==> src/logic/fecr_pkg.sv <==
// package: register map, field layout and constants for the flash ecc/option block
//------------------------------------------------------------
// Overview of operation
// - factory test reserved registers read zero and ignore writes
// - captured fault record freezes until software clears its fault flag
// - simultaneous single and double faults record the double fault
// - index 000 gives check bits high, zero bit 7, address upper seven bits
// - index 001 low address; indices 010 to 101 give phrase words
// - indices 110 and 111 read as zero
// - check byte holds eight bits for program array, six for data array
// - program array capture keeps raw uncorrected data and check bits
// - data array fault: 001 low address, 010 single uncorrected word
// - both result window bytes readable, writes have no effect
// - option register loads from nonvolatile option byte during reset sequence
// - double fault on option phrase at reset forces option bits to ones
// - option register is read only to software
// - a write to clock divider register while command complete flag is set sets divider loaded bit
// - divider loaded reads zero from reset until first divider write made while command complete flag is set
// - program or erase launched without divider load fails, sets access error
//------------------------------------------------------------
package fecr_pkg;
  localparam int ADDR_W = 5;
  localparam logic [4:0] OFS_CLK_DIV    = 5'h00;
  localparam logic [4:0] OFS_STATUS     = 5'h06;
  localparam logic [4:0] OFS_FAULT_FLAG = 5'h07;
  localparam logic [4:0] OFS_INDEX      = 5'h02;
  localparam logic [4:0] OFS_RSV_A      = 5'h0c;
  localparam logic [4:0] OFS_RSV_B      = 5'h0d;
  localparam logic [4:0] OFS_RES_HI     = 5'h0e;
  localparam logic [4:0] OFS_RES_LO     = 5'h0f;
  localparam logic [4:0] OFS_OPTION     = 5'h10;
  localparam logic [4:0] OFS_RSV_C      = 5'h11;
  localparam logic [4:0] OFS_RSV_D      = 5'h12;
  localparam logic [4:0] OFS_RSV_E      = 5'h13;
  localparam logic [4:0] OFS_CMD        = 5'h14;
  // status and clock divider register bit positions
  localparam int BIT_COMMAND_COMPLETE_FLAG   = 7;
  localparam int BIT_ACCESS_ERROR_FLAG = 5;
  localparam int BIT_PVIOL  = 4;
  localparam int BIT_DIVLD  = 7;
  // fault flag bit positions
  localparam int BIT_DBL = 1;
  localparam int BIT_SGL = 0;
  // index codes
  localparam logic [2:0] IX_PAR_ADDR = 3'h0;
  localparam logic [2:0] IX_ADDR_LO  = 3'h1;
  localparam logic [2:0] IX_DATA0    = 3'h2;
  localparam logic [2:0] IX_DATA1    = 3'h3;
  localparam logic [2:0] IX_DATA2    = 3'h4;
  localparam logic [2:0] IX_DATA3    = 3'h5;
  localparam logic [7:0] ZERO8       = 8'h00;
  localparam logic [7:0] ONES8       = 8'hff;
  localparam logic [15:0] ZERO16     = 16'h0000;
  localparam logic [1:0] ZERO2       = 2'b00;
  localparam logic [6:0] DIV_RESET   = 7'h00;
  localparam logic [22:0] OPTION_FAILING_GLOBAL_ADDR_HIGH = 23'h7f_ff0e;
  localparam logic [7:0] CMD_PROG_FIRST = 8'h06;
  localparam logic [7:0] CMD_PROG_LAST  = 8'h12;
  typedef enum logic [1:0] {
    FECR_LD_IDLE = 2'b00,
    FECR_LD_REQ  = 2'b01,
    FECR_LD_DONE = 2'b10
  } fecr_ld_t;
endpackage

==> src/logic/fecr_capture.sv <==
// module: ecc fault capture record and indexed result window
`timescale 1ns/1ps
module fecr_capture
  import fecr_pkg::*;
(
  input  wire logic        clk,
  input  wire logic        rst_n,
  input  wire logic        sgl_fault,
  input  wire logic        dbl_fault,
  input  wire logic        fault_is_data_arr,
  input  wire logic [22:0] fault_addr,
  input  wire logic [7:0]  fault_check_bits,
  input  wire logic [63:0] fault_raw_data,
  input  wire logic        clr_sgl,
  input  wire logic        clr_dbl,
  input  wire logic [2:0]  fault_capture_index,
  output logic             sgl_flag,
  output logic             dbl_flag,
  output logic [15:0]      ecc_fault_result
);
  logic [7:0]  captured_check_bits;
  logic [22:0] cap_addr;
  logic [63:0] cap_data;
  logic        armed;
  logic        take;
  logic [7:0]  par_in;

  //------------------------------------------------------------
  // capture
  //------------------------------------------------------------
  // freeze while flagged
  // clearing write re-arms at once, so a fault in that cycle still sets
  assign armed = (!sgl_flag || clr_sgl) && (!dbl_flag || clr_dbl);
  assign take  = armed && (sgl_fault || dbl_fault);
  assign par_in = fault_is_data_arr ? {ZERO2, fault_check_bits[5:0]} : fault_check_bits;

  always_ff @(posedge clk or negedge rst_n) begin
    if (!rst_n) begin
      captured_check_bits <= ZERO8;
      cap_addr            <= 23'h00_0000;
      cap_data            <= 64'h0000_0000_0000_0000;
    end else if (take) begin
      captured_check_bits <= par_in;
      cap_addr            <= fault_addr;
      cap_data            <= fault_is_data_arr ? {48'h0000_0000_0000, fault_raw_data[15:0]}
                                               : fault_raw_data;
    end
  end

  always_ff @(posedge clk or negedge rst_n) begin
    if (!rst_n) begin
      dbl_flag <= 1'b0;
      sgl_flag <= 1'b0;
    end else begin
      dbl_flag <= (take && dbl_fault) || (dbl_flag && !clr_dbl);
      sgl_flag <= (take && !dbl_fault) || (sgl_flag && !clr_sgl);
    end
  end

  //------------------------------------------------------------
  // result window
  //------------------------------------------------------------
  // combinational index select
  always_comb begin
    case (fault_capture_index)
      IX_PAR_ADDR: ecc_fault_result = {captured_check_bits, 1'b0, cap_addr[22:16]};
      IX_ADDR_LO:  ecc_fault_result = cap_addr[15:0];
      IX_DATA0:    ecc_fault_result = cap_data[15:0];
      IX_DATA1:    ecc_fault_result = cap_data[31:16];
      IX_DATA2:    ecc_fault_result = cap_data[47:32];
      IX_DATA3:    ecc_fault_result = cap_data[63:48];
      default:     ecc_fault_result = ZERO16;
    endcase
  end

  a_freeze_rec: assert property (@(posedge clk) disable iff (!rst_n)
    !armed |=> $stable(cap_addr))
    else $error("record changed while frozen");
  a_dbl_prio: assert property (@(posedge clk) disable iff (!rst_n)
    (armed && sgl_fault && dbl_fault) |=> (dbl_flag && !sgl_flag))
    else $error("single fault won over double");
  a_unused_ix: assert property (@(posedge clk) disable iff (!rst_n)
    (fault_capture_index[2:1] == 2'b11) |-> (ecc_fault_result == ZERO16))
    else $error("unused index not zero");
  a_data_par: assert property (@(posedge clk) disable iff (!rst_n)
    (take && fault_is_data_arr) |=> (captured_check_bits[7:6] == ZERO2))
    else $error("data array top check bits not zero");
  a_rearm_take: assert property (@(posedge clk) disable iff (!rst_n)
    (armed && dbl_fault) |=> (cap_addr == $past(fault_addr)))
    else $error("rearmed capture missed address");
endmodule

==> src/logic/fecr_option_load.sv <==
// module: reset sequence load of the nonvolatile option byte
`timescale 1ns/1ps
module fecr_option_load
  import fecr_pkg::*;
(
  input  wire logic        clk,
  input  wire logic        rst_n,
  output logic             nv_rd_req,
  output logic [22:0]      nv_rd_addr,
  input  wire logic        nv_rd_valid,
  input  wire logic [7:0]  nv_rd_data,
  input  wire logic        nv_rd_dbl_fault,
  output logic [7:0]       option_bits,
  output logic             load_done
);
  fecr_ld_t state;
  fecr_ld_t next_state;
  logic [7:0] next_option;

  //------------------------------------------------------------
  // load sequencer
  //------------------------------------------------------------
  always_comb begin
    next_state = state;
    case (state)
      FECR_LD_IDLE: next_state = FECR_LD_REQ;
      FECR_LD_REQ:  next_state = nv_rd_valid ? FECR_LD_DONE : FECR_LD_REQ;
      FECR_LD_DONE: next_state = FECR_LD_DONE;
      default:      next_state = FECR_LD_IDLE;
    endcase
  end

  assign next_option = nv_rd_dbl_fault ? ONES8 : nv_rd_data;
  assign nv_rd_req   = (state == FECR_LD_REQ);
  assign nv_rd_addr  = OPTION_FAILING_GLOBAL_ADDR_HIGH;
  assign load_done   = (state == FECR_LD_DONE);

  always_ff @(posedge clk or negedge rst_n) begin
    if (!rst_n) begin
      state <= FECR_LD_IDLE;
    end else begin
      state <= next_state;
    end
  end

  // load once, never written by software
  always_ff @(posedge clk or negedge rst_n) begin
    if (!rst_n) begin
      option_bits <= ZERO8;
    end else if (nv_rd_req && nv_rd_valid) begin
      option_bits <= next_option;
    end
  end

  a_opt_dbl: assert property (@(posedge clk) disable iff (!rst_n)
    (nv_rd_req && nv_rd_valid && nv_rd_dbl_fault) |=> (option_bits == ONES8))
    else $error("option not forced on double fault");
  a_opt_hold: assert property (@(posedge clk) disable iff (!rst_n)
    load_done |=> $stable(option_bits))
    else $error("option changed after load");
endmodule

==> src/logic/fecr_top.sv <==
// module: flash register block with ecc capture, option byte and divider gating
//
// Strobed register access was decided locally.
`timescale 1ns/1ps
module fecr_top
  import fecr_pkg::*;
(
  input  wire logic        clk,
  input  wire logic        rst_n,
  input  wire logic [4:0]  reg_addr,
  input  wire logic [7:0]  reg_wdata,
  input  wire logic        reg_wr,
  input  wire logic        reg_rd,
  output logic [7:0]       reg_rdata,
  input  wire logic        sgl_fault,
  input  wire logic        dbl_fault,
  input  wire logic        fault_is_data_arr,
  input  wire logic [22:0] fault_addr,
  input  wire logic [7:0]  fault_check_bits,
  input  wire logic [63:0] fault_raw_data,
  output logic             nv_rd_req,
  output logic [22:0]      nv_rd_addr,
  input  wire logic        nv_rd_valid,
  input  wire logic [7:0]  nv_rd_data,
  input  wire logic        nv_rd_dbl_fault,
  input  wire logic        pviol_event,
  input  wire logic        cmd_done,
  output logic             cmd_start,
  output logic [7:0]       cmd_code,
  output logic [6:0]       divide_ratio,
  output logic             divider_loaded,
  output logic [7:0]       option_bits,
  output logic             option_ready
);
  logic [2:0]  fault_capture_index;
  logic        access_error_flag;
  logic        protection_violation_flag;
  logic        command_complete_flag;
  logic        sgl_flag;
  logic        dbl_flag;
  logic [15:0] ecc_fault_result;
  logic [7:0]  next_rdata;
  logic        wr_div;
  logic        wr_stat;
  logic        wr_flag;
  logic        wr_ix;
  logic        wr_cmd;
  logic        launch;
  logic        is_prog;
  logic        bad_launch;
  logic        clr_sgl;
  logic        clr_dbl;

  //------------------------------------------------------------
  // decode
  //------------------------------------------------------------
  function automatic logic hit(input logic [4:0] a, input logic [4:0] ofs);
    hit = (a == ofs);
  endfunction

  assign wr_div  = reg_wr && hit(reg_addr, OFS_CLK_DIV);
  assign wr_stat = reg_wr && hit(reg_addr, OFS_STATUS);
  assign wr_flag = reg_wr && hit(reg_addr, OFS_FAULT_FLAG);
  assign wr_ix   = reg_wr && hit(reg_addr, OFS_INDEX);
  assign wr_cmd  = reg_wr && hit(reg_addr, OFS_CMD) && command_complete_flag;
  // launch by writing one to complete flag
  assign launch  = wr_stat && reg_wdata[BIT_COMMAND_COMPLETE_FLAG] && command_complete_flag;
  assign is_prog = (cmd_code >= CMD_PROG_FIRST) && (cmd_code <= CMD_PROG_LAST);
  // refuse program or erase until divider loaded
  assign bad_launch = launch && is_prog && !divider_loaded;
  assign cmd_start  = launch && !bad_launch;
  assign clr_sgl = wr_flag && reg_wdata[BIT_SGL];
  assign clr_dbl = wr_flag && reg_wdata[BIT_DBL];

  //------------------------------------------------------------
  // control registers
  //------------------------------------------------------------
  always_ff @(posedge clk or negedge rst_n) begin
    if (!rst_n) begin
      fault_capture_index <= IX_PAR_ADDR;
      cmd_code            <= ZERO8;
    end else begin
      if (wr_ix) begin
        fault_capture_index <= reg_wdata[2:0];
      end
      if (wr_cmd) begin
        cmd_code <= reg_wdata;
      end
    end
  end

  always_ff @(posedge clk or negedge rst_n) begin
    if (!rst_n) begin
      divide_ratio   <= DIV_RESET;
      divider_loaded <= 1'b0;
    end else if (wr_div && command_complete_flag) begin
      divide_ratio   <= reg_wdata[6:0];
      divider_loaded <= 1'b1;
    end
  end

  // status flags, hardware set wins over clear
  always_ff @(posedge clk or negedge rst_n) begin
    if (!rst_n) begin
      access_error_flag         <= 1'b0;
      protection_violation_flag <= 1'b0;
      command_complete_flag     <= 1'b1;
    end else begin
      access_error_flag <= bad_launch ||
                           (access_error_flag && !(wr_stat && reg_wdata[BIT_ACCESS_ERROR_FLAG]));
      protection_violation_flag <= pviol_event ||
                           (protection_violation_flag && !(wr_stat && reg_wdata[BIT_PVIOL]));
      // complete flag cleared by cmd_start (launch not refused), set on done
      command_complete_flag <= cmd_done || (command_complete_flag && !cmd_start);
    end
  end

  //------------------------------------------------------------
  // sub blocks
  //------------------------------------------------------------
  fecr_capture u_capture (
    .clk                 (clk),
    .rst_n               (rst_n),
    .sgl_fault           (sgl_fault),
    .dbl_fault           (dbl_fault),
    .fault_is_data_arr   (fault_is_data_arr),
    .fault_addr          (fault_addr),
    .fault_check_bits    (fault_check_bits),
    .fault_raw_data      (fault_raw_data),
    .clr_sgl             (clr_sgl),
    .clr_dbl             (clr_dbl),
    .fault_capture_index (fault_capture_index),
    .sgl_flag            (sgl_flag),
    .dbl_flag            (dbl_flag),
    .ecc_fault_result    (ecc_fault_result)
  );

  fecr_option_load u_option (
    .clk             (clk),
    .rst_n           (rst_n),
    .nv_rd_req       (nv_rd_req),
    .nv_rd_addr      (nv_rd_addr),
    .nv_rd_valid     (nv_rd_valid),
    .nv_rd_data      (nv_rd_data),
    .nv_rd_dbl_fault (nv_rd_dbl_fault),
    .option_bits     (option_bits),
    .load_done       (option_ready)
  );

  //------------------------------------------------------------
  // read path
  //------------------------------------------------------------
  // reserved zero, read-only windows
  always_comb begin
    case (reg_addr)
      OFS_CLK_DIV:    next_rdata = {divider_loaded, divide_ratio};
      OFS_INDEX:      next_rdata = {5'b00000, fault_capture_index};
      OFS_STATUS:     next_rdata = {command_complete_flag, 1'b0, access_error_flag,
                                    protection_violation_flag, 4'h0};
      OFS_FAULT_FLAG: next_rdata = {6'b000000, dbl_flag, sgl_flag};
      OFS_RES_HI:     next_rdata = ecc_fault_result[15:8];
      OFS_RES_LO:     next_rdata = ecc_fault_result[7:0];
      OFS_OPTION:     next_rdata = option_bits;
      OFS_CMD:        next_rdata = cmd_code;
      default:        next_rdata = ZERO8;
    endcase
  end

  always_ff @(posedge clk or negedge rst_n) begin
    if (!rst_n) begin
      reg_rdata <= ZERO8;
    end else if (reg_rd) begin
      reg_rdata <= next_rdata;
    end else begin
      reg_rdata <= ZERO8;
    end
  end

  a_rsv_zero: assert property (@(posedge clk) disable iff (!rst_n)
    (reg_rd && (reg_addr == OFS_RSV_A || reg_addr == OFS_RSV_C || reg_addr == OFS_RSV_E))
    |=> (reg_rdata == ZERO8))
    else $error("reserved register read nonzero");
  a_res_hi_rd: assert property (@(posedge clk) disable iff (!rst_n)
    (reg_rd && reg_addr == OFS_RES_HI) |=> (reg_rdata == $past(ecc_fault_result[15:8])))
    else $error("result high byte mismatch");
  a_div_sets: assert property (@(posedge clk) disable iff (!rst_n)
    (wr_div && command_complete_flag) |=> divider_loaded)
    else $error("divider write did not set loaded");
  a_div_zero: assert property (@(posedge clk) disable iff (!rst_n)
    (!divider_loaded && !(wr_div && command_complete_flag)) |=> !divider_loaded)
    else $error("loaded bit set without write");
  a_no_div_err: assert property (@(posedge clk) disable iff (!rst_n)
    bad_launch |-> (!cmd_start ##1 access_error_flag))
    else $error("unloaded divider launch not refused");
  a_opt_rd: assert property (@(posedge clk) disable iff (!rst_n)
    (reg_rd && reg_addr == OFS_OPTION) |=> (reg_rdata == option_bits))
    else $error("option read mismatch");
endmodule

==> config.mk <==
export PLATFORM = sky130hd
export DESIGN_NAME = fecr_top
export DESIGN_NICKNAME = d
export VERILOG_FILES = /design/src/logic/fecr_pkg.sv /design/src/logic/fecr_capture.sv /design/src/logic/fecr_option_load.sv /design/src/logic/fecr_top.sv
export SDC_FILE = /design/constraint.sdc
export NUM_CORES = 1
export LEC_CHECK = 0
export ABC_AREA = 1
export ABC_CLOCK_PERIOD_IN_PS = 2000
export BUFFER_PORTS_ARGS = -buffer_cell sky130_fd_sc_hd__buf_4
export CORE_MARGIN = 4
export CORE_UTILIZATION = 47
export DETAILED_ROUTE_END_ITERATION = 8
export GPL_TIMING_DRIVEN = 0
export PLACE_DENSITY = 0.77
export SLEW_MARGIN = 20
export SYNTH_ARGS = -nofsm -noshare
export SYNTH_HDL_FRONTEND = slang
export SYNTH_SLANG_ARGS = --single-unit
==> constraint.sdc <==
create_clock -name clk -period 2 [get_ports clk]
set_input_delay 0.4 -clock clk [delete_from_list [all_inputs] [get_ports clk]]
set_output_delay 0.4 -clock clk [all_outputs]
set_load 0.02 [all_outputs]
==> results.toml <==
[status]
outcome = "finished, final reports clean"

[global_routing]
antenna_found_initial = 0
grt_first_pass_wirelength_mm = 34.4
gr-total-overflow = 0
grt_pass1_vias = 6671
grtUsageTotal_pct = 24.8
grt_max_degree = 89

[yosys]
synth_seq_cells = 137
synth-compound-area-share_pct = 14.9
synth_cells = 916
syn_area_mm2 = 0.00734
synth_fa_ha_area_share_pct = 0
seq_area_frac_synth_pct = 46.7
synth_cell_types = 27
syn_area_per_cell_um2 = 8.01
synth_top_family_by_area = "simple AND/OR/NAND/NOR gates"
synth-simple-area-share_pct = 25.6
muxShareOfSynthArea_pct = 0
synth_xor_area_share_pct = 0
yosysWarnings = 0

[power]
powerDensity_mw_per_mm2 = 1150
power.leakage_nw = 5.13
peakVddDrop_uv = 702
p_total_mw = 11.1

[routing]
detail_route.wl_per_cell_um = 15.8
num_vias = 6681
drtIter0Drc = 528
viasPerCell = 4.96
drt-total-wl_mm = 21.3
first_pass_iters = 5
ant_nets = 0
drc = 0

[sta]
fmax_mhz = 513
grt_setup_unrepaired = "yes"
setup_ws_ps = 49.9
slew_viol_final = 0
min_period_ps = 1950
hold_violations = 0
fin_worst_skew_ps = 6.23
holdWs_ps = 154
worstMarginPinSlew_ps = 762
fin_crit_sh_pct = 97.5
slew_headroom_pct = 48.8
final-setup-viol-count = 0

[floorplan]
io_pins = 185
coreArea_mm2 = 0.0153
start_util_pct = 48.1
die_h_um = 133
rows = 45
die_x_um = 133
die_area_mm2 = 0.0177

[finish]
antenna_cells = 0
mostFrequentLayoutCells = "310 x nand2_1, 185 x buf_4, 136 x dfrtp_1, 104 x inv_1, 96 x o21ai_2"
ff_latch_area_mm2 = 0.00343
layout-drive-gt1-share_pct = 32.6
n_fill_cell = 1369
final_common_cell = "nand2_1"
multi_input_area_mm2 = 0.00310
area_growth_pct = 31.3
num-nets-final = 1249

[clock_tree]
clock-root-buffer = "clkbuf_16"
cts_sinks = 137
cts_tree = "done"
htree_num_levels = 4
numCtsBuffers = 17
clk_pin_slew_worst_paths_ps = 60
clkLatencyLatePin_ps = 430
cts_max_path_buffers = 2

[placed_design]
hpwl_mm = 16.1
pre_cts_ws_ps = -22.1
numPortBuffers = 159
gp_congestion = 0.896

[min_path]
hold_end = "u_option.state[0]$_DFF_PN0_"
hold_path.startpoint = "nv_rd_valid"
min_path_type = "in2reg"
hold_path_depth = 2

[worst_setup_path]
cp_cell_sequence = "nand2_4 -> nor4_4 -> inv_2 -> nor2_4 -> buf_6"
worstPathRequired_ps = 1600
cp_top_family = "flip-flops"
worstPathArrival_ps = 1550
path_buf_inv = 2
slowest_stage = "dfstp_2"
cpPeakStageDelay_ps = 570
reg2reg_to = "reg_rdata[1]$_DFF_PN0_"
reg2reg_setup_slack_ps = 90
start_kind = "flop"
r2r_start = "fault_capture_index[1]$_DFFE_PN0P_"
cp_max_fo = 2
worstSetupEndpointType = "output pin"
critPathKind = "reg2out"
ff2ff_path_depth = 10

[run]
cap_violations = 0
cells in the mapped netlist:
library cell / count / area [um^2]
nor4_1: 1 / 6.26
or2_2: 1 / 6.26
nand2_1: 312 / 1170
buf_6: 21 / 236
o21ai_0: 37 / 185
buf_1: 2 / 7.51
o21ai_2: 96 / 841
nand4_1: 31 / 194
nor3_2: 1 / 10.0
dfstp_2: 1 / 26.3
conb_1: 2 / 7.51
nand2_2: 2 / 12.5
dfrtp_1: 136 / 3400
inv_1: 105 / 394
buf_2: 11 / 55.1
a21oi_1: 10 / 50.1
nor2_4: 2 / 22.5
nor2_2: 1 / 6.26
nand3_1: 45 / 225
nor3_1: 2 / 10.0
o21ai_1: 2 / 10.0
buf_4: 23 / 173
inv_2: 6 / 22.5
o21bai_1: 1 / 7.51
nor2_1: 52 / 195
nand3_2: 2 / 20.0
clkbuf_1: 11 / 41.3
timing repair:
action / CTS / global route
hold buffers: 1 / 0
setup endpoints to repair: 1 / 4
resized for setup: 6 / 9
setup buffers: 3 / 2
endpoints found under the hold margin: 49 / 0
pin swaps: 3 / 2
per-stage QoR:
step           std cells  setup TNS [ps]  util, %  area [um^2]
3_3_place_gp        1307           -84.9     58.2         8880
3_5_place_dp        1308           -22.1     58.4         8910
2_1_floorplan        937               0        -         7420
5_1_grt             1346           -21.7     63.2         9640
4_1_cts             1344            -148     62.9         9600
6_report            1346               0     63.2         9640
power breakdown:
group / internal, mW / total (mW) / switching [mW]
Combinational: 1.34 / 3.20 / 1.86
Clock: 2.14 / 3.36 / 1.21
Sequential: 3.79 / 4.53 / 0.747
cell families (layout without fill, tap and decap cells):
| kind of cell | count (synthesis) | after routing |
|---|---|---|
| AND/OR/NAND/NOR | 452 | 452 |
| buffers and inverters | 179 | 377 |
| AO/OA/AOI/OAI | 146 | 146 |
| flip-flops | 137 | 137 |
| other | 2 | 23 |
layout make-up:
type                       instances  area share (%)
clock buffer                      20            4.74
multi-input combinational        621            32.2
clock inverter                    12            1.79
sequential                       137            35.6
timing repair buffer             166            13.3
inverter                         111            4.32
buffer                            68            5.35
tap                              211            2.74
sequential cells by signal (all words and copies together) (netlist names):
name,cells
u_capture.cap_data,64
u_capture.cap_addr,23
cmd_code,8
reg_rdata,8
u_capture.captured_check_bits,8
u_option.option_bits,8
divide_ratio,7
fault_capture_index,3
u_option.state,2
access_error_flag,1
command_complete_flag,1
divider_loaded,1
protection_violation_flag,1
u_capture.dbl_flag,1
u_capture.sgl_flag,1
per-layer routing:
| metal | global-route usage (%) | up-vias | routed length (um) |
|---|---|---|---|
| met2 | 40.6 | 272 | 10100 |
| met3 | 5.51 | 57 | 1470 |
| li1 | - | 3260 | - |
| met5 | 0 | - | 0 |
| met1 | 31.9 | 3092 | 8920 |
| met4 | 10.3 | 0 | 788 |
how the worst max path moves through the flow:
stage	start	endpoint	slack, ps	depth (start not counted)
after global placement	rst_n	u_capture.cap_data[54]$_DFFE_PN0N_	-4	1
after CTS	command_complete_flag$_DFF_PN1_	cmd_start	-150	5
final	command_complete_flag$_DFF_PN1_	cmd_start	50	5
after floorplan	reg_addr[1]	cmd_start	330	6
after detailed placement	reg_addr[4]	cmd_start	-20	7
after global routing	command_complete_flag$_DFF_PN1_	cmd_start	-20	5
No activity file was read; power rests on OpenSTA's default activity.
